## config.mk

```make
export PLATFORM = sky130hd
export DESIGN_NAME = ris_reset_seq
export DESIGN_NICKNAME = d
export VERILOG_FILES = /design/src/design/ris_pkg.sv /design/src/design/ris_reset_seq.sv /design/src/design/ris_pin_sync.sv
export SDC_FILE = /design/constraint.sdc
export NUM_CORES = 1
export LEC_CHECK = 0
export BUFFER_PORTS_ARGS = -buffer_cell sky130_fd_sc_hd__buf_2
export CAP_MARGIN = 20
export CORE_ASPECT_RATIO = 1.1
export CORE_MARGIN = 2
export CORE_UTILIZATION = 45
export CTS_BUF_LIST = sky130_fd_sc_hd__clkbuf_8 sky130_fd_sc_hd__clkbuf_16
export DETAILED_ROUTE_END_ITERATION = 16
export PLACE_DENSITY_LB_ADDON = 0.3
export SYNTH_ARGS = -nofsm -noshare
export SYNTH_HDL_FRONTEND = slang
export SYNTH_SLANG_ARGS = --single-unit
```

## constraint.sdc

```tcl
create_clock -name mclk -period 3.49 [get_ports mclk]
set_input_delay 0.1745 -clock mclk [delete_from_list [all_inputs] [get_ports mclk]]
set_output_delay 0.1745 -clock mclk [all_outputs]
set_load 0.01 [all_outputs]
```

## src/design/ris_pkg.sv

```systemverilog
// Purpose: Shared constants and types for the reset initialisation sequencer.
// Assumes: Core clock mclk at 200 MHz; all pin inputs are asynchronous to it.
// Notes:   Counts in sync periods are counted in edges of the synchronisation clock.
// Overview of operation
// - Drive lines 512 periods; soft released 16 later.
// - Config pins released at hard reset; resume later.
// - Config is three boot bits plus divide bit.
// - Reset lines are open drain, only pulled low.
// - Host mode derives sync period from divide setting.
// - Wait 100 microseconds for clock lock.
// - Wait for delay-line lock, up to 122880 cycles.
package ris_pkg;

   // Core clock rate and lock timing.
   localparam int unsigned CLK_MHZ          = 200;
   localparam int unsigned PLL_LOCK_US      = 100;
   localparam int unsigned PLL_LOCK_CYC     = PLL_LOCK_US * CLK_MHZ;
   localparam int unsigned DLL_LOCK_MIN_CYC = 7680;
   localparam int unsigned DLL_LOCK_MAX_CYC = 122880;

   // Sequence counts, in synchronisation clock periods.
   localparam int unsigned CNT_W            = 20;
   localparam logic [CNT_W-1:0] IN_ASSERT_MIN  = 20'h00020;
   localparam logic [CNT_W-1:0] OUT_ASSERT_MIN = 20'h00200;
   localparam logic [CNT_W-1:0] SOFT_LAG_MIN   = 20'h00010;
   localparam logic [1:0]       CFG_RESUME_TICKS = 2'h2;

   // Synchronised pin vector layout.
   localparam int unsigned PIN_W      = 10;
   localparam int unsigned P_PRIM     = 0;
   localparam int unsigned P_SYNC     = 1;
   localparam int unsigned P_POR_N    = 2;
   localparam int unsigned P_HARD     = 3;
   localparam int unsigned P_SOFT     = 4;
   localparam int unsigned P_HOST     = 5;
   localparam int unsigned P_CFG_LSB  = 6;

   // Configuration pin field layout.
   localparam int unsigned CFG_W        = 4;
   localparam int unsigned CFG_BOOT_LSB = 0;
   localparam int unsigned CFG_DIV_BIT  = 3;

   // Latched power-on configuration.
   typedef struct packed {
      logic [2:0] boot_src;
      logic       clk_div;
   } ris_por_cfg_t;

   localparam ris_por_cfg_t POR_CFG_RST = '{boot_src: 3'h0, clk_div: 1'b0};

   // Sequencer states.
   typedef enum logic [2:0] {
      S_POR,
      S_PLL,
      S_DLL,
      S_ASSERT,
      S_HREL,
      S_RUN
   } ris_state_t;

endpackage

```

## src/design/ris_reset_seq.sv

```systemverilog
// Purpose: Reset initialisation sequencer: power-on config capture and timed reset release.
// Assumes: Board pull-ups on both reset lines; pins asynchronous to mclk.
// Notes:   Sync and primary clocks are sampled as pins, so they must run well below mclk/4.
`timescale 1ns/1ps
module ris_reset_seq #(
   parameter int unsigned PLL_WAIT_CYC = ris_pkg::PLL_LOCK_CYC,
   parameter int unsigned DLL_WAIT_CYC = ris_pkg::DLL_LOCK_MAX_CYC
) (
   // Clock and reset.
   input  wire logic                 mclk,
   input  wire logic                 rst_n,
   // Clock and mode pins.
   input  wire logic                 primary_clock_in,
   input  wire logic                 sync_clock_in,
   input  wire logic                 host_mode,
   // Power-on reset pin, low while asserted.
   input  wire logic                 power_on_reset_in_n,
   // Open-drain hard reset line.
   input  wire logic                 hard_reset_line_in,
   output logic                      hard_reset_line_out,
   output logic                      hard_reset_line_oe,
   // Open-drain soft reset line.
   input  wire logic                 soft_reset_line_in,
   output logic                      soft_reset_line_out,
   output logic                      soft_reset_line_oe,
   // Configuration pins, shared with a later output use.
   input  wire logic [3:0]           cfg_pin_in,
   output logic [3:0]                cfg_pin_out,
   output logic [3:0]                cfg_pin_oe,
   input  wire logic                 cfg_drive_req,
   input  wire logic [3:0]           cfg_drive_data,
   // Results.
   output ris_pkg::ris_por_cfg_t     por_cfg,
   output logic                      seq_done
);

   // Reset release synchroniser.
   logic rst_meta_r;
   logic rst_sync_r;

   always_ff @(posedge mclk or negedge rst_n) begin
      if (!rst_n) begin
         rst_meta_r <= 1'b0;
         rst_sync_r <= 1'b0;
      end else begin
         rst_meta_r <= 1'b1;
         rst_sync_r <= rst_meta_r;
      end
   end

   // All pins pass two flops before use.
   logic [ris_pkg::PIN_W-1:0] pins;
   logic [ris_pkg::PIN_W-1:0] lvl;
   logic [ris_pkg::PIN_W-1:0] rise;

   assign pins = {cfg_pin_in, host_mode, soft_reset_line_in, hard_reset_line_in,
                  power_on_reset_in_n, sync_clock_in, primary_clock_in};

   ris_pin_sync #(.W(ris_pkg::PIN_W)) u_sync (
      .mclk  (mclk),
      .rst_n (rst_sync_r),
      .pin   (pins),
      .level (lvl),
      .rise  (rise),
      .fall  ()
   );

   // State.
   ris_pkg::ris_state_t       state_r, state_nxt;
   logic [ris_pkg::CNT_W-1:0] cnt_r, cnt_nxt;
   logic [ris_pkg::CNT_W-1:0] por_cnt_r, por_cnt_nxt;
   logic [ris_pkg::CNT_W-1:0] ext_cnt_r, ext_cnt_nxt;
   logic                      half_r, half_nxt;
   logic [1:0]                resume_r, resume_nxt;
   ris_pkg::ris_por_cfg_t     cfg_r, cfg_nxt;
   logic                      hard_oe_r, hard_oe_nxt;
   logic                      soft_oe_r, soft_oe_nxt;
   logic [3:0]                cfg_oe_r, cfg_oe_nxt;
   logic [3:0]                cfg_out_r, cfg_out_nxt;
   logic                      done_r, done_nxt;

   logic sync_tick;
   logic ref_tick;
   logic hard_low;
   logic ext_low;

   // Sync period: in host mode the primary clock divided by one or two.
   always_comb begin
      half_nxt = half_r ^ rise[ris_pkg::P_PRIM];
      if (lvl[ris_pkg::P_HOST]) begin
         sync_tick = rise[ris_pkg::P_PRIM] & (half_r | ~cfg_r.clk_div);
      end else begin
         sync_tick = rise[ris_pkg::P_SYNC];
      end
      // Power-on reset is timed on the primary clock in host mode only.
      ref_tick = lvl[ris_pkg::P_HOST] ? rise[ris_pkg::P_PRIM] : rise[ris_pkg::P_SYNC];
      hard_low = hard_oe_r | ~lvl[ris_pkg::P_HARD];
      ext_low  = ~lvl[ris_pkg::P_HARD] | ~lvl[ris_pkg::P_SOFT];
   end

   // Sequencer next state, counters and line drive.
   always_comb begin
      state_nxt   = state_r;
      cnt_nxt     = cnt_r;
      por_cnt_nxt = por_cnt_r;
      ext_cnt_nxt = ext_cnt_r;
      cfg_nxt     = cfg_r;
      hard_oe_nxt = hard_oe_r;
      soft_oe_nxt = soft_oe_r;
      done_nxt    = done_r;

      // Count power-on reset assertion in reference periods, saturating.
      if (lvl[ris_pkg::P_POR_N]) begin
         por_cnt_nxt = '0;
      end else if (ref_tick && por_cnt_r <= ris_pkg::IN_ASSERT_MIN) begin
         por_cnt_nxt = por_cnt_r + 1'b1;
      end

      case (state_r)
         ris_pkg::S_POR: begin
            hard_oe_nxt = 1'b1;
            soft_oe_nxt = 1'b1;
            done_nxt    = 1'b0;
            cnt_nxt     = '0;
            // Too short a pulse is ignored; the next assertion counts afresh.
            if (rise[ris_pkg::P_POR_N] && por_cnt_r > ris_pkg::IN_ASSERT_MIN) begin
               cfg_nxt.boot_src = lvl[ris_pkg::P_CFG_LSB + ris_pkg::CFG_BOOT_LSB +: 3];
               cfg_nxt.clk_div  = lvl[ris_pkg::P_CFG_LSB + ris_pkg::CFG_DIV_BIT];
               state_nxt        = ris_pkg::S_PLL;
            end
         end
         ris_pkg::S_PLL: begin
            if (cnt_r >= PLL_WAIT_CYC[ris_pkg::CNT_W-1:0] - 1'b1) begin
               cnt_nxt   = '0;
               state_nxt = ris_pkg::S_DLL;
            end else begin
               cnt_nxt = cnt_r + 1'b1;
            end
         end
         ris_pkg::S_DLL: begin
            if (cnt_r >= DLL_WAIT_CYC[ris_pkg::CNT_W-1:0] - 1'b1) begin
               cnt_nxt   = '0;
               state_nxt = ris_pkg::S_ASSERT;
            end else begin
               cnt_nxt = cnt_r + 1'b1;
            end
         end
         ris_pkg::S_ASSERT: begin
            hard_oe_nxt = 1'b1;
            soft_oe_nxt = 1'b1;
            done_nxt    = 1'b0;
            // One extra edge covers the partial period at entry.
            if (sync_tick) begin
               if (cnt_r == ris_pkg::OUT_ASSERT_MIN) begin
                  cnt_nxt     = '0;
                  hard_oe_nxt = 1'b0;
                  state_nxt   = ris_pkg::S_HREL;
               end else begin
                  cnt_nxt = cnt_r + 1'b1;
               end
            end
         end
         ris_pkg::S_HREL: begin
            if (sync_tick) begin
               if (cnt_r == ris_pkg::SOFT_LAG_MIN) begin
                  cnt_nxt     = '0;
                  soft_oe_nxt = 1'b0;
                  done_nxt    = 1'b1;
                  ext_cnt_nxt = '0;
                  state_nxt   = ris_pkg::S_RUN;
               end else begin
                  cnt_nxt = cnt_r + 1'b1;
               end
            end
         end
         ris_pkg::S_RUN: begin
            // An outside pull on either line restarts the output sequence.
            if (!ext_low) begin
               ext_cnt_nxt = '0;
            end else if (sync_tick) begin
               if (ext_cnt_r == ris_pkg::IN_ASSERT_MIN) begin
                  cnt_nxt     = '0;
                  hard_oe_nxt = 1'b1;
                  soft_oe_nxt = 1'b1;
                  done_nxt    = 1'b0;
                  state_nxt   = ris_pkg::S_ASSERT;
               end else begin
                  ext_cnt_nxt = ext_cnt_r + 1'b1;
               end
            end
         end
         default: begin
            state_nxt = ris_pkg::S_POR;
         end
      endcase

      // Power-on reset overrides everything, once seen on the clean copy.
      if (!lvl[ris_pkg::P_POR_N]) begin
         state_nxt   = ris_pkg::S_POR;
         hard_oe_nxt = 1'b1;
         soft_oe_nxt = 1'b1;
         done_nxt    = 1'b0;
      end
   end

   // Config pin drive: off while hard reset is low, back after a full sync period.
   always_comb begin
      resume_nxt  = resume_r;
      cfg_oe_nxt  = '0;
      cfg_out_nxt = cfg_drive_data;
      if (hard_low) begin
         resume_nxt = '0;
      end else if (sync_tick && resume_r != ris_pkg::CFG_RESUME_TICKS) begin
         resume_nxt = resume_r + 1'b1;
      end
      // Two edges after release guarantee one whole period has elapsed.
      if (!hard_low && !hard_oe_nxt && resume_r == ris_pkg::CFG_RESUME_TICKS) begin
         cfg_oe_nxt = {4{cfg_drive_req}};
      end
   end

   // Register all state.
   always_ff @(posedge mclk or negedge rst_sync_r) begin
      if (!rst_sync_r) begin
         state_r   <= ris_pkg::S_POR;
         cnt_r     <= '0;
         por_cnt_r <= '0;
         ext_cnt_r <= '0;
         half_r    <= 1'b0;
         resume_r  <= 2'h0;
         cfg_r     <= ris_pkg::POR_CFG_RST;
         hard_oe_r <= 1'b1;
         soft_oe_r <= 1'b1;
         cfg_oe_r  <= 4'h0;
         cfg_out_r <= 4'h0;
         done_r    <= 1'b0;
      end else begin
         state_r   <= state_nxt;
         cnt_r     <= cnt_nxt;
         por_cnt_r <= por_cnt_nxt;
         ext_cnt_r <= ext_cnt_nxt;
         half_r    <= half_nxt;
         resume_r  <= resume_nxt;
         cfg_r     <= cfg_nxt;
         hard_oe_r <= hard_oe_nxt;
         soft_oe_r <= soft_oe_nxt;
         cfg_oe_r  <= cfg_oe_nxt;
         cfg_out_r <= cfg_out_nxt;
         done_r    <= done_nxt;
      end
   end

   // Open-drain lines: data is a constant low, only the enable moves.
   assign hard_reset_line_out = 1'b0;
   assign soft_reset_line_out = 1'b0;
   assign hard_reset_line_oe  = hard_oe_r;
   assign soft_reset_line_oe  = soft_oe_r;
   assign cfg_pin_oe          = cfg_oe_r;
   assign cfg_pin_out         = cfg_out_r;
   assign por_cfg             = cfg_r;
   assign seq_done            = done_r;

endmodule // ris_reset_seq

```

## src/design/ris_pin_sync.sv

```systemverilog
// Purpose: Two-stage synchroniser for a vector of pins, with edge pulses.
// Assumes: Pins are asynchronous to mclk; rst_n is already synchronised.
// Notes:   The first stage feeds only the second stage.
`timescale 1ns/1ps
module ris_pin_sync #(
   parameter int unsigned W = 1
) (
   // Clock and reset.
   input  wire logic         mclk,
   input  wire logic         rst_n,
   // Raw pins.
   input  wire logic [W-1:0] pin,
   // Synchronised level and edges.
   output logic [W-1:0]      level,
   output logic [W-1:0]      rise,
   output logic [W-1:0]      fall
);

   logic [W-1:0] meta_r;
   logic [W-1:0] sync_r;
   logic [W-1:0] last_r;

   // Two flops per pin, plus a third for edge detection off the clean copy.
   always_ff @(posedge mclk or negedge rst_n) begin
      if (!rst_n) begin
         meta_r <= '0;
         sync_r <= '0;
         last_r <= '0;
      end else begin
         meta_r <= pin;
         sync_r <= meta_r;
         last_r <= sync_r;
      end
   end

   // Edges compare the clean copy with its delayed value.
   assign level = sync_r;
   assign rise  = sync_r & ~last_r;
   assign fall  = ~sync_r & last_r;

endmodule // ris_pin_sync

```

# Yosys cells after proc, flatten, opt, wreduce, memory -nomap -nowiden

Index checks and enable logic that the tools add are counted.

Logic and storage cells: 139
Flip-flop bits (word level): 106
Input bits: 17
Output and inout bits: 17

Equality and inequality tests: 29
Reductions and logical operators: 18
Multiplexer cells: 56
Bitwise operators: 10
Magnitude comparators: 4
Add/sub/neg operators: 4

Operators by type and width:

| kind                                                                                   | count |
|---|---|
| 20-bit two-way mux                                                                     | 16 |
| 20-bit one-hot mux with 6 select lines                                                 | 1 |
| 20-bit by 1-bit adder with 20-bit output (second input constant)                       | 3 |
| 20-bit one-hot mux with 2 select lines                                                 | 1 |
| 3-bit inequality test (second input constant)                                          | 12 |
| 3-bit two-way mux                                                                      | 11 |
| 20-bit by 10-bit equality test with 1-bit output (second input constant)               | 1 |
| 20-bit by 5-bit equality test with 1-bit output (second input constant)                | 1 |
| 20-bit by 6-bit equality test with 1-bit output (second input constant)                | 1 |
| 20-bit by 15-bit greater-or-equal comparator with 1-bit output (second input constant) | 1 |
| 20-bit by 17-bit greater-or-equal comparator with 1-bit output (second input constant) | 1 |
| 20-bit by 6-bit > comparator with 1-bit output (second input constant)                 | 1 |
| 20-bit by 6-bit <= comparator with 1-bit output (second input constant)                | 1 |
| 1-bit two-way mux                                                                      | 20 |
| 3-bit one-hot mux with 6 select lines                                                  | 1 |
| 2-bit inequality test (second input constant)                                          | 7 |
| 6-bit AND reduction                                                                    | 2 |
| 10-bit AND reduction                                                                   | 1 |
| 1-bit one-hot mux with 3 select lines                                                  | 3 |
| 3-bit by 2-bit equality test with 1-bit output (second input constant)                 | 2 |
| 3-bit equality test (second input constant)                                            | 2 |
| 2-bit nonzero test                                                                     | 3 |
| 6-bit nonzero test                                                                     | 1 |
| 1-bit logical AND                                                                      | 5 |
| 17 further kinds                                                                       | 23 |

# Depth between registers and ports, before layout

Gate-level depths: netlist of run 1.

Depth after elaboration: 12
Depth in mapped cells: 10

# Hierarchy

From an unflattened synthesis of run 1, not the netlist that was laid out.

Cells, all modules: 514
Area, all modules: 5355.1 sq um

By module, submodules not included:

| module        | area each (sq um) | times used | sequential area each (sq um) | cells an instance |
|---|---|---|---|---|
| ris_reset_seq | 4429.2            | 1          | 2004.4                       | 464 |
| ris_pin_sync  | 925.9             | 1          | 750.7                        | 50 |

# Worst setup path after synthesis of run 1

Ideal clock, no wire load.

Path type: register to register
Start point: register cnt_r[9] (netlist bit)
End point: register cnt_r[13] (netlist bit)
Buffers on the path: 3
Arrival time: 2045 ps
Path slack: 1376 ps
Cell stages (with the launch flop): 10
Required time: 3421 ps
Period minus slack after synthesis: 2114 ps
Cell sequence: dfrtp_1 -> buf_6 -> and4_4 -> o31a_1 -> or3_4 -> and3_1 -> buf_6 -> buf_6 -> a2111o_1 -> nand3_1

Longest elaborated chain between the ends: 4

RTL lines:

| item                                                                   | line                                       | source |
|---|---|---|
| start: declaration                                                     | ris_reset_seq.sv:70                        | `logic [ris_pkg::CNT_W-1:0] cnt_r, cnt_nxt;` |
| start signal: assignment                                               | ris_reset_seq.sv:239                       | `cnt_r <= cnt_nxt;` |
| 20-bit by 1-bit adder with 20-bit output, or another cell as far along | --                                         |  |
| 20-bit two-way mux, on equally long branches                           | ris_reset_seq.sv:165, ris_reset_seq.sv:154 |  |
| 20-bit two-way mux, on equally long branches                           | ris_reset_seq.sv:164, ris_reset_seq.sv:153 |  |
| 20-bit one-hot mux with 6 select lines (*)                             | ris_reset_seq.sv:119                       | `case (state_r)` |

Mark *: on every way between the ends. The rest lies on a longest branch, timed or not. The select of a mux whose other input is x is not followed.
A chain may end at the register's enable or synchronous reset.

# Final worst setup path of run 1

Start point: register cnt_r[0] (netlist bit)
End point: register cnt_r[12] (netlist bit)

The elaborated chain is that of the path after synthesis.

==> impl_summary.log, run 1 <==
[metrics] critical path peak fanout: 11
[metrics] die extent in y: 113.9 µm
[metrics] synthesized-area fraction occupied by ao, oa, aoi and oai cells: 0.1630
[metrics] Critical R2R Capture: cnt_r[12]$_DFFE_PN0P_
[metrics] final weighted congestion of routability-driven global placement: 0.8833
[metrics] destination of the worst hold path: cfg_pin_oe[2]$_DFF_PN0_
[metrics] die span in x: 103.9 µm
[metrics] DRC violations left: 0
[metrics] CTS clock-pin slew for the worst setup and hold paths: 0.07 ns
[metrics] Clock H-tree levels: 3
[metrics] Yosys top cell by area: sky130_fd_sc_hd__dfrtp_1
[metrics] largest net degree at the start of global routing: 59
[metrics] setup slack of the critical path after layout: 0.8917 ns
[metrics] clock buffer count from CTS: 9
[metrics] number of maximum-capacitance violations: 0
[metrics] run status: complete, no violations
[metrics] power per standard cell area: 415.0 nW/µm²
[metrics] count of flip-flops with a built-in enable after synthesis: 0
[metrics] core area: 10810 µm²
[metrics] number of global-route vias before repair: 3771
[metrics] slew at the pin with the worst max-slew slack: 0.7890 ns
[metrics] number of warnings reported in the yosys synthesis log: 0
[metrics] post-route clock period utilization: 0.7445
[metrics] Async S/R FF share, synth: 1.000
[metrics] total global routing overflow: 0
[metrics] Final Hold Vio Count: 0
[metrics] crit path launch type: flip-flop
[metrics] starting density of the core: 0.4573
[metrics] Leakage: 2.474 nW
[metrics] setup TNS: 0 ns
[metrics] post-layout minimum cycle time: 2.598 ns
[metrics] total length of routed wires: 10250 µm
[metrics] Die Area: 11840 µm²
[metrics] dpl ws: 0.8680 ns
[metrics] clk sinks: 103
[metrics] cell area after synthesis: 4943 µm²
[metrics] worst min path class: primary input to flip-flop
[metrics] Primary FF master, synth: sky130_fd_sc_hd__dfrtp_1
[metrics] residual antenna-violating net count after detailed routing: 0
[metrics] Global Route Usage Sum: 0.1846
[metrics] Clock Path Buffers: 2
[metrics] sequential fraction of the synthesis area: 0.5219
[metrics] top-level I/O count: 34
[metrics] cell total after placement: 659
[metrics] Root Buffer Master: sky130_fd_sc_hd__clkbuf_16
[metrics] crit end category: flip-flop
[metrics] Final Max Tran Viols: 0
[metrics] number of standard-cell rows in the floorplan: 40
[metrics] critical path type: flip-flop to flip-flop
[metrics] antenna violations before repair: 0
[metrics] unrepaired setup endpoints after global routing: no
[metrics] peak supply drop: 0.2962 mV
[metrics] combinational family with the most area after synthesis: simple AND/OR/NAND/NOR gates
[metrics] Area Overhead vs Synth: 14.25%
[metrics] Setup Skew: 0.01298 ns
[metrics] fraction of final layout cells with drive strength greater than 1: 0.1308
[metrics] half-perimeter wire length after detailed placement: 7062 µm
[metrics] clock tree from TritonCTS: yes
[metrics] maximum clock rate: 0.3849 GHz
[metrics] proportion of netlist area held by the largest area contributor: 0.5113
[metrics] unique cell type count in the Yosys netlist: 63
[metrics] Slew headroom: 0.4691
[metrics] worst r2r src: cnt_r[0]$_DFFE_PN0P_
[metrics] adder and majority gate portion of the synthesized area: 0.01772
[metrics] cell count after synthesis: 501
[metrics] share of synthesized area spent on multiplexers: 0.01544
[metrics] Routed WL per cell: 14.86 µm
[metrics] count of cells along the worst hold path: 3
[metrics] count of vias placed by the detailed router: 3910
[metrics] Port-buffer cells: 31
[metrics] Synth Register Bits: 103
[metrics] Register-to-Register Setup Slack: 0.89 ns
[metrics] vias per std cell: 5.667
[metrics] r2r worst-path depth: 9
[metrics] detailed-routing iteration count for the pre-antenna-repair pass: 4
[metrics] required time reported for the critical path endpoint: 3.72 ns
[metrics] simple-gate share of the synthesized area: 0.2268
[metrics] average instance area after synthesis: 9.867 µm²
[metrics] Post-Synth XOR/XNOR Area: 0.008859
[metrics] worst skew pair latency: 0.36 ns
[metrics] arrival time at the worst endpoint: 2.83 ns
[metrics] cell types occupying the most area after synthesis: sky130_fd_sc_hd__dfrtp_1 51%, sky130_fd_sc_hd__nand2_1 4.3%, sky130_fd_sc_hd__o21ai_0 3.9%, sky130_fd_sc_hd__nor2_1 2.8%, sky130_fd_sc_hd__nor2b_1 2.3%
[metrics] Layout Cells excl Fill: 690
[metrics] Layout Nets: 562
[metrics] first-pass GRT wire length: 17660 µm
[metrics] number of DRC markers in iteration 0: 315
[metrics] number of diodes: 0
[metrics] hold slack: 0.04587 ns
[metrics] worst hold start: cfg_drive_req
[metrics] overall power after layout: 0.002344 W
[metrics] number of endpoints failing setup at the final stage: 0
repair_timing:
item / CTS / global route
hold endpoints to repair: 16 / 0
resized for setup: 0 / 0
setup buffers: 0 / 0
hold buffers: 15 / 0
registers in the layout, indices dropped and copies added (netlist names):
signal              flops
cfg_pin_oe              1
cfg_pin_out             4
cnt_r                  20
ext_cnt_r              20
half_r                  1
hard_reset_line_oe      1
por_cfg                 4
por_cnt_r              20
resume_r                2
rst_meta_r              1
rst_sync_r              1
seq_done                1
soft_reset_line_oe      1
state_r                 3
u_sync.last_r           3
u_sync.level           10
u_sync.meta_r          10
layout make-up:
class | instances | area (µm²)
tap | 147 | 183.9
inverter | 16 | 60.06
clock inverter | 7 | 91.34
clock buffer | 9 | 225.2
timing repair buffer | 53 | 357.8
multi-input combinational | 355 | 2146
fill | 982 | 5162
sequential | 103 | 2584
stage by stage:
stage,instance area [µm²],utilization
floorplan,4947,-
global placement,5181,0.4793
detailed placement,5181,0.4793
CTS,5648,0.5225
global route,5648,0.5225
finish,5648,0.5225
worst max-delay path: stages (launching register included):
cell and delay [ns]:
sky130_fd_sc_hd__dfrtp_1 0.42, sky130_fd_sc_hd__inv_1 0.07, sky130_fd_sc_hd__ha_1 0.14, sky130_fd_sc_hd__nor4b_1 0.27
sky130_fd_sc_hd__nand4_1 0.23, sky130_fd_sc_hd__o21bai_1 0.29, sky130_fd_sc_hd__and3_1 0.35, sky130_fd_sc_hd__buf_4 0.23
sky130_fd_sc_hd__nand2_1 0.15, sky130_fd_sc_hd__a221o_1 0.33
report_power, final:
| part | switching (W) | internal [W] |
|---|---|---|
| Combinational | 0.0000357 | 0.0000325 |
| Sequential | 0.0000231 | 0.00122 |
| Clock | 0.000516 | 0.000520 |
| Total | 0.000574 | 0.00177 |
synthesized netlist by cell type (5+ instances only):
master / count
sky130_fd_sc_hd__o211ai_1: 7
sky130_fd_sc_hd__a21oi_1: 16
sky130_fd_sc_hd__and3_1: 13
sky130_fd_sc_hd__mux2_2: 5
sky130_fd_sc_hd__ha_1: 7
sky130_fd_sc_hd__inv_1: 16
sky130_fd_sc_hd__buf_4: 7
sky130_fd_sc_hd__a31oi_1: 6
sky130_fd_sc_hd__a221o_1: 10
sky130_fd_sc_hd__nor2b_1: 18
sky130_fd_sc_hd__nand3_1: 21
sky130_fd_sc_hd__nand2_1: 57
sky130_fd_sc_hd__nor2_1: 37
sky130_fd_sc_hd__o31ai_1: 7
sky130_fd_sc_hd__dfrtp_1: 101
sky130_fd_sc_hd__clkbuf_1: 12
sky130_fd_sc_hd__o311ai_1: 5
sky130_fd_sc_hd__buf_2: 5
sky130_fd_sc_hd__o21ai_0: 39
sky130_fd_sc_hd__nor4_1: 9
sky130_fd_sc_hd__nand4_1: 16
sky130_fd_sc_hd__and2_1: 9
sky130_fd_sc_hd__nor3_1: 5
worst max-delay path by stage:
stage                              start                       to  slack, ns
floorplan           rst_sync_r$_DFF_PN0_  cfg_pin_oe[2]$_DFF_PN0_       0.41
CTS                 cnt_r[0]$_DFFE_PN0P_    cnt_r[14]$_DFFE_PN0P_       0.86
detailed placement  cnt_r[0]$_DFFE_PN0P_    cnt_r[12]$_DFFE_PN0P_       0.87
finish              cnt_r[0]$_DFFE_PN0P_    cnt_r[12]$_DFFE_PN0P_       0.89
global route        cnt_r[0]$_DFFE_PN0P_     cnt_r[5]$_DFFE_PN0P_       0.67
global placement    cnt_r[0]$_DFFE_PN0P_     cnt_r[4]$_DFFE_PN0P_       0.99
placed cells by master, fill, tap and decap left out, types with 4 or more instances in the layout:
cell	count
sky130_fd_sc_hd__inv_1	16
sky130_fd_sc_hd__or3_1	4
sky130_fd_sc_hd__buf_2	31
sky130_fd_sc_hd__nand2_1	57
sky130_fd_sc_hd__buf_4	7
sky130_fd_sc_hd__nand4_1	16
sky130_fd_sc_hd__dfrtp_1	100
sky130_fd_sc_hd__dlygate4sd3_1	15
sky130_fd_sc_hd__nor2_1	37
sky130_fd_sc_hd__nor3_1	5
sky130_fd_sc_hd__o21ai_0	39
sky130_fd_sc_hd__o31ai_1	7
sky130_fd_sc_hd__nand3_1	21
sky130_fd_sc_hd__a2111oi_0	4
sky130_fd_sc_hd__o311ai_1	5
sky130_fd_sc_hd__nor2b_1	18
sky130_fd_sc_hd__and2_1	9
sky130_fd_sc_hd__a221o_1	10
sky130_fd_sc_hd__nor4_1	9
sky130_fd_sc_hd__and3_1	13
sky130_fd_sc_hd__a21oi_1	16
sky130_fd_sc_hd__a31oi_1	6
sky130_fd_sc_hd__o211ai_1	7
sky130_fd_sc_hd__ha_1	7
sky130_fd_sc_hd__clkbuf_16	9
sky130_fd_sc_hd__mux2_2	5
cell families (layout without fill, tap and decap cells):
kind of cell / after synthesis / after routing
buffers and inverters: 44 / 85
flip-flops: 103 / 103
adder cells (fa/ha/maj): 7 / 7
other: 2 / 3
AND/OR/NAND/NOR: 214 / 214
AO/OA/AOI/OAI: 119 / 119
multiplexers: 7 / 7
XOR/XNOR: 5 / 5
per-layer routing:
layer,track usage,up-vias,share of wire
li1,-,1897,-
met3,0.03314,11,0.045
met1,0.2454,1913,0.46
met5,0,-,0
met2,0.3018,89,0.48
met4,0.07477,0,0.016
Power figures use the tool's default switching activity.
==> inputs of run 2 (changes only) <==
--- a/config.mk
+++ b/config.mk
@@ -5,6 +5,7 @@
 export SDC_FILE = /design/constraint.sdc
 export NUM_CORES = 1
 export LEC_CHECK = 0
+export ABC_AREA = 1
 export BUFFER_PORTS_ARGS = -buffer_cell sky130_fd_sc_hd__buf_2
 export CAP_MARGIN = 20
 export CORE_ASPECT_RATIO = 1.1
==> constraint.sdc (replaced) <==
create_clock -name mclk -period 2.5 [get_ports mclk]
set_input_delay 0.125 -clock mclk [delete_from_list [all_inputs] [get_ports mclk]]
set_output_delay 0.125 -clock mclk [all_outputs]
set_load 0.01 [all_outputs]
==> impl_summary.log, run 2 <==
[metrics] run status: complete, no violations
[metrics] most instantiated library cell after synthesis: sky130_fd_sc_hd__nand2_1
[metrics] r2r worst-path depth: 10
[metrics] power per standard cell area: 521.8 nW/µm²
[metrics] Global Route Usage Sum: 0.1949
[metrics] average instance area after synthesis: 7.639 µm²
[metrics] worst skew pair latency: 0.35 ns
[metrics] sequential fraction of the synthesis area: 0.4697
[metrics] detailed-routing iteration count for the pre-antenna-repair pass: 5
[metrics] largest net degree at the start of global routing: 84
[metrics] most frequent CP cell: sky130_fd_sc_hd__nand2_1
[metrics] CP Depth: 10
[metrics] post-route clock period utilization: 0.8437
[metrics] Final Max Tran Viols: 0
[metrics] Leakage: 2.969 nW
[metrics] vias per std cell: 5.153
[metrics] count of cells along the worst hold path: 3
[metrics] Setup Fix Bufs, Post-CTS: 0
[metrics] top-level I/O count: 34
[metrics] Final Hold Vio Count: 0
[metrics] maximum clock rate: 0.4741 GHz
[metrics] critical path peak fanout: 6
[metrics] Yosys top cell by area: sky130_fd_sc_hd__dfrtp_1
[metrics] required time reported for the critical path endpoint: 2.72 ns
[metrics] Clock Path Buffers: 2
[metrics] Port-buffer cells: 31
[metrics] worst r2r src: cnt_r[1]$_DFFE_PN0P_
[metrics] most frequent cells in the layout: 172 x sky130_fd_sc_hd__nand2_1, 109 x sky130_fd_sc_hd__nor2_1, 100 x sky130_fd_sc_hd__dfrtp_1, 87 x sky130_fd_sc_hd__inv_1, 68 x sky130_fd_sc_hd__nand3_1
[metrics] number of DRC markers in iteration 0: 290
[metrics] clock tree from TritonCTS: yes
[metrics] dpl ws: 0.4124 ns
[metrics] total length of routed wires: 12070 µm
[metrics] worst-path cell chain: ha_1, nand2_1, nor2_1, nand2_1, nand3b_1, nand2_1, nand2_1, nand4_1, nand2_1, o21ai_0
[metrics] first-pass GRT wire length: 20440 µm
[metrics] number of endpoints failing setup at the final stage: 0
[metrics] CP max-delay cell: sky130_fd_sc_hd__dfrtp_1
[metrics] clk sinks: 103
[metrics] count of vias placed by the detailed router: 4772
[metrics] largest registers ranked by flip-flop count: cnt_r x20, ext_cnt_r x20, por_cnt_r x20
[metrics] family with the most delay on the worst path: simple AND/OR/NAND/NOR gates
[metrics] Synth Register Bits: 103
[metrics] Clock H-tree levels: 3
[metrics] Die Area: 13110 µm²
[metrics] crit end category: flip-flop
[metrics] worst hold start: cfg_drive_req
[metrics] setup TNS: 0 ns
[metrics] starting density of the core: 0.4584
[metrics] final weighted congestion of routability-driven global placement: 0.9328
[metrics] peak supply drop: 0.4130 mV
[metrics] DRC violations left: 0
[metrics] Slew headroom: 0.6401
[metrics] total global routing overflow: 0
[metrics] number of standard-cell rows in the floorplan: 42
[metrics] die span in x: 109.3 µm
[metrics] cell count after synthesis: 719
[metrics] critical path type: flip-flop to flip-flop
[metrics] count of buffering cells on the critical path with inverters included: 0
[metrics] cts repair resizes: 0
[metrics] number of maximum-capacitance violations: 0
[metrics] crit path launch type: flip-flop
[metrics] Area Overhead vs Synth: 13.96%
[metrics] clock buffer count from CTS: 9
[metrics] arrival time at the worst endpoint: 2.33 ns
[metrics] cell types occupying the most area after synthesis: sky130_fd_sc_hd__dfrtp_1 46%, sky130_fd_sc_hd__nand2_1 12%, sky130_fd_sc_hd__nor2_1 7.4%, sky130_fd_sc_hd__nand3_1 6.2%, sky130_fd_sc_hd__inv_1 5.9%
[metrics] count of flip-flops with a built-in enable after synthesis: 0
[metrics] core area: 11980 µm²
[metrics] CTS clock-pin slew for the worst setup and hold paths: 0.08 ns
[metrics] CP startpoint: cnt_r[1]$_DFFE_PN0P_
[metrics] residual antenna-violating net count after detailed routing: 0
[metrics] number of diodes: 0
[metrics] number of warnings reported in the yosys synthesis log: 0
[metrics] hold slack: 0.03657 ns
[metrics] post-layout minimum cycle time: 2.109 ns
[metrics] slew at the pin with the worst max-slew slack: 0.5357 ns
[metrics] number of global-route vias before repair: 4518
[metrics] Final Util: 0.5225
[metrics] half-perimeter wire length after detailed placement: 8710 µm
[metrics] Async S/R FF share, synth: 1.000
[metrics] worst min path class: primary input to flip-flop
[metrics] Setup Skew: 0.006138 ns
[metrics] Slowest Stage Delay on Critical Path: 0.37 ns
[metrics] unique cell type count in the Yosys netlist: 38
[metrics] antenna violations before repair: 0
[metrics] unrepaired setup endpoints after global routing: no
[metrics] Primary FF master, synth: sky130_fd_sc_hd__dfrtp_1
[metrics] filler cell count: 1117
[metrics] setup slack of the critical path after layout: 0.3907 ns
[metrics] proportion of netlist area held by the largest area contributor: 0.4601
[metrics] top cells by instance count after synthesis: 172 x sky130_fd_sc_hd__nand2_1, 109 x sky130_fd_sc_hd__nor2_1, 101 x sky130_fd_sc_hd__dfrtp_1, 87 x sky130_fd_sc_hd__inv_1, 68 x sky130_fd_sc_hd__nand3_1
[metrics] Routed WL per cell: 13.04 µm
[metrics] cell area after synthesis: 5493 µm²
[metrics] overall power after layout: 0.003266 W
[metrics] Layout Nets: 791
[metrics] die extent in y: 119.9 µm
[metrics] Root Buffer Master: sky130_fd_sc_hd__clkbuf_16
[metrics] most common cell after layout, fill and taps aside: sky130_fd_sc_hd__nand2_1
[metrics] fraction of final layout cells with drive strength greater than 1: 0.1205
run 2: cell count changes in the layout (fill, tap and decap cells not counted), sizes merged, moves of 6 or more:
cell	change
nor2	+81
and2	-9
nand2	+121
nand3	+49
o31ai	-6
a31oi	-6
inv	+77
nor2b	-18
a221o	-10
nor4	-9
and3	-13
nor3	+20
run 2: layer usage:
layer  part of all wire  routed length (µm)  global-route usage  up-vias
met1               0.46                5520              0.2665     2251
met5                  0                   0                   0        -
met4              0.020                 243             0.07595        0
met2               0.48                5788              0.3121      119
met3              0.043                 519             0.02716       22
li1                   -                   -                   -     2380
run 2: final timing paths:
check                                            to  slack, ns
max                            cnt_r[0]$_DFFE_PN0P_       0.39
min                         cfg_pin_oe[2]$_DFF_PN0_       0.04
max reg2reg                    cnt_r[0]$_DFFE_PN0P_       0.39
min reg2reg                cfg_pin_out[3]$_DFF_PN0_       0.21
max in group asynchronous      cnt_r[1]$_DFFE_PN0P_       1.56
min in group asynchronous      rst_sync_r$_DFF_PN0_       0.07
run 2: timing repair:
item	in CTS	in global routing
hold buffers	15	0
hold endpoints to repair	16	0
setup endpoints to repair	0	0
run 2: through the flow:
step	instances	area (µm²)
6_report	926	6260
5_1_grt	926	6260
3_5_place_dp	895	5798
4_1_cts	926	6260
3_3_place_gp	895	5798
2_1_floorplan	720	5498
run 2: worst register-to-register path: stages, from the launching register on:
cell	delay (ns)
sky130_fd_sc_hd__dfrtp_1	0.37
sky130_fd_sc_hd__ha_1	0.28
sky130_fd_sc_hd__nand2_1	0.08
sky130_fd_sc_hd__nor2_1	0.16
sky130_fd_sc_hd__nand2_1	0.09
sky130_fd_sc_hd__nand3b_1	0.10
sky130_fd_sc_hd__nand2_1	0.06
sky130_fd_sc_hd__nand2_1	0.10
sky130_fd_sc_hd__nand4_1	0.31
sky130_fd_sc_hd__nand2_1	0.30
sky130_fd_sc_hd__o21ai_0	0.13
run 2: kinds of logic (layout without fill, tap and decap cells):
kind of cell / count (synthesis) / in the layout / synth area share
and+or+nand+nor: 414 / 414 / 0.3323
buffers and inverters: 113 / 165 / 0.08883
DFF: 103 / 103 / 0.4697
AOI/OAI and AO/OA: 66 / 66 / 0.06765
xor gates and xnor gates: 10 / 10 / 0.01595
adders and majority gates: 7 / 7 / 0.01594
muxes: 4 / 4 / 0.008200
other: 2 / 3 / 0.001367
run 2: power breakdown:
part | internal [W] | leakage, nW | switching, W | total (W)
combinational | 0.0000450 | 1.46 | 0.0000741 | 0.000119
sequential | 0.00170 | 1.36 | 0.0000171 | 0.00172
clock | 0.000718 | 0.151 | 0.000713 | 0.00143
total | 0.00246 | 2.97 | 0.000805 | 0.00327
run 2: cell type report:
type / instances / area [µm²] / area share
Timing Repair Buffer: 55 / 385.4 / 0.06156
Clock buffer: 9 / 225.2 / 0.03598
Tap cell: 154 / 192.7 / 0.03078
Multi-Input combinational cell: 504 / 2429 / 0.3880
Clock inverter: 7 / 86.33 / 0.01379
Sequential cell: 103 / 2584 / 0.4128
Inverter: 94 / 357.8 / 0.05717
==> inputs of run 3 (changes only) <==
==> constraint.sdc (replaced) <==
create_clock -name mclk -period 1.9 [get_ports mclk]
set_input_delay 0.095 -clock mclk [delete_from_list [all_inputs] [get_ports mclk]]
set_output_delay 0.095 -clock mclk [all_outputs]
set_load 0.01 [all_outputs]
==> impl_summary.log, run 3 (synthesis gave the netlist of run 2 again) <==
[metrics] number of diodes: 0
[metrics] worst r2r src: cnt_r[1]$_DFFE_PN0P_
[metrics] hold slack: 0.05534 ns
[metrics] vias per std cell: 5.120
[metrics] worst skew pair latency: 0.35 ns
[metrics] starting density of the core: 0.4584
[metrics] core area: 11980 µm²
[metrics] first-pass GRT wire length: 21450 µm
[metrics] largest net degree at the start of global routing: 39
[metrics] placed cell area: 5961 µm²
[metrics] family with the most delay on the worst path: simple AND/OR/NAND/NOR gates
[metrics] worst min path class: primary input to asynchronous set/reset pin
[metrics] Clock Path Buffers: 2
[metrics] CTS clock-pin slew for the worst setup and hold paths: 0.08 ns
[metrics] Die Area: 13110 µm²
[metrics] Slowest Stage Delay on Critical Path: 0.42 ns
[metrics] die extent in y: 119.9 µm
[metrics] Port-buffer cells: 31
[metrics] clk sinks: 103
[metrics] number of maximum-capacitance violations: 0
[metrics] post-route clock period utilization: 0.9441
[metrics] Routed WL per cell: 13.44 µm
[metrics] Area Overhead vs Synth: 20.20%
[metrics] half-perimeter wire length after detailed placement: 9006 µm
[metrics] critical path type: flip-flop to flip-flop
[metrics] antenna violations before repair: 0
[metrics] Register-to-Register Setup Slack: 0.11 ns
[metrics] clock tree from TritonCTS: yes
[metrics] critical path peak fanout: 8
[metrics] CP startpoint: cnt_r[1]$_DFFE_PN0P_
[metrics] Global Route Usage Sum: 0.2062
[metrics] r2r worst-path depth: 10
[metrics] Setup Skew: 0.01397 ns
[metrics] post-layout minimum cycle time: 1.794 ns
[metrics] largest registers ranked by flip-flop count: cnt_r x20, ext_cnt_r x20, por_cnt_r x20
[metrics] power per standard cell area: 656.4 nW/µm²
[metrics] crit end category: flip-flop
[metrics] crit path launch type: flip-flop
[metrics] count of buffering cells on the critical path with inverters included: 2
[metrics] detailed-routing iteration count for the pre-antenna-repair pass: 5
[metrics] top-level I/O count: 34
[metrics] count of vias placed by the detailed router: 4900
[metrics] number of DRC markers in iteration 0: 413
[metrics] die span in x: 109.3 µm
[metrics] Final Hold Vio Count: 0
[metrics] setup TNS: 0 ns
[metrics] Final Instance Area: 6603 µm²
[metrics] number of standard-cell rows in the floorplan: 42
[metrics] slew at the pin with the worst max-slew slack: 0.5172 ns
[metrics] Critical R2R Capture: ext_cnt_r[3]$_DFFE_PN0P_
[metrics] peak supply drop: 0.5589 mV
[metrics] DRC violations left: 0
[metrics] Root Buffer Master: sky130_fd_sc_hd__clkbuf_16
[metrics] worst-path cell chain: inv_2, ha_2, nand2_2, nor2_2, nand3_2, o21ai_4, nand2_4, buf_12, a21oi_1, a21oi_1
[metrics] arrival time at the worst endpoint: 2.03 ns
[metrics] final weighted congestion of routability-driven global placement: 0.9320
[metrics] total length of routed wires: 12860 µm
[metrics] Slew headroom: 0.6552
[metrics] destination of the critical timing path: ext_cnt_r[3]$_DFFE_PN0P_
[metrics] Clock H-tree levels: 3
[metrics] unrepaired setup endpoints after global routing: yes
[metrics] number of endpoints failing setup at the final stage: 0
[metrics] most common cell after layout, fill and taps aside: sky130_fd_sc_hd__nand2_1
[metrics] fraction of final layout cells with drive strength greater than 1: 0.1843
[metrics] Leakage: 3.136 nW
[metrics] CP max-delay cell: sky130_fd_sc_hd__dfrtp_1
[metrics] most frequent CP cell: sky130_fd_sc_hd__a21oi_1
[metrics] number of global-route vias before repair: 4673
[metrics] run status: complete, no violations
[metrics] CP Depth: 10
[metrics] residual antenna-violating net count after detailed routing: 0
[metrics] most frequent cells in the layout: 168 x sky130_fd_sc_hd__nand2_1, 105 x sky130_fd_sc_hd__nor2_1, 95 x sky130_fd_sc_hd__dfrtp_1, 83 x sky130_fd_sc_hd__inv_1, 65 x sky130_fd_sc_hd__nand3_1
[metrics] Final Max Tran Viols: 0
[metrics] total global routing overflow: 0
[metrics] maximum clock rate: 0.5575 GHz
[metrics] clock buffer count from CTS: 9
[metrics] required time reported for the critical path endpoint: 2.13 ns
[metrics] Layout Nets: 822
-- run 3: cell types whose count changed in the layout (fill, tap and decap cells not counted), sizes merged --
cell | before | now
buf | 40 | 69
nand2 | 178 | 179
dlygate4sd3 | 15 | 16
-- run 3: per-stage QoR --
step	utilization	power, W	cells	setup slack [ns]
after CTS	0.5375	0.004386	947	0.02239
after global routing	0.5511	0.004508	957	-0.03320
final	0.5511	0.004334	957	0.1063
after global placement	0.4975	0.002434	915	0.06452
after detailed placement	0.4975	0.002442	915	0.02658
after floorplan	-	0.002380	720	0.1741
-- run 3: layout make-up --
| class | instances | area [µm²] |
|---|---|---|
| Clock buffer | 9 | 225.2 |
| Tap cell | 154 | 192.7 |
| Clock inverter | 7 | 91.34 |
| Fill cell | 1075 | 5379 |
| Sequential cell | 103 | 2590 |
| Inverter | 94 | 365.4 |
| Multi-Input combinational cell | 505 | 2500 |
| Timing Repair Buffer | 85 | 638.1 |
-- run 3: metal layers --
metal,track usage,vias to the layer above,wire length (µm)
li1,-,2455,-
met1,0.2851,2309,5838
met2,0.3310,122,6287
met3,0.03531,14,561
met4,0.06250,0,170
met5,0,-,0
-- run 3: how the worst min path moves through the flow --
stage / startpoint / endpoint / slack (ns) / depth (start not counted)
floorplan: rst_n / rst_meta_r$_DFF_PN0_ / -0.20 / 0
global placement: rst_n / rst_meta_r$_DFF_PN0_ / -0.12 / 1
detailed placement: rst_n / rst_meta_r$_DFF_PN0_ / -0.12 / 1
CTS: rst_n / rst_sync_r$_DFF_PN0_ / 0.04 / 2
global route: rst_n / rst_sync_r$_DFF_PN0_ / 0.05 / 2
finish: rst_n / rst_sync_r$_DFF_PN0_ / 0.06 / 2
-- run 3: timing repair --
item | 4_1_cts | 5_1_grt
pin swaps | 0 | 6
endpoints found under the setup margin | 1 | 40
setup buffers | 0 | 9
hold buffers | 16 | 0
resized for setup | 1 | 33
gates cloned | 0 | 1
endpoints found under the hold margin | 17 | 0
-- run 3: report_power, final --
part           switching, W  total (W)  internal, W
Clock              0.000951    0.00190     0.000953
Sequential        0.0000300    0.00226      0.00223
Combinational     0.0000947   0.000165    0.0000700
Total               0.00108    0.00433      0.00326
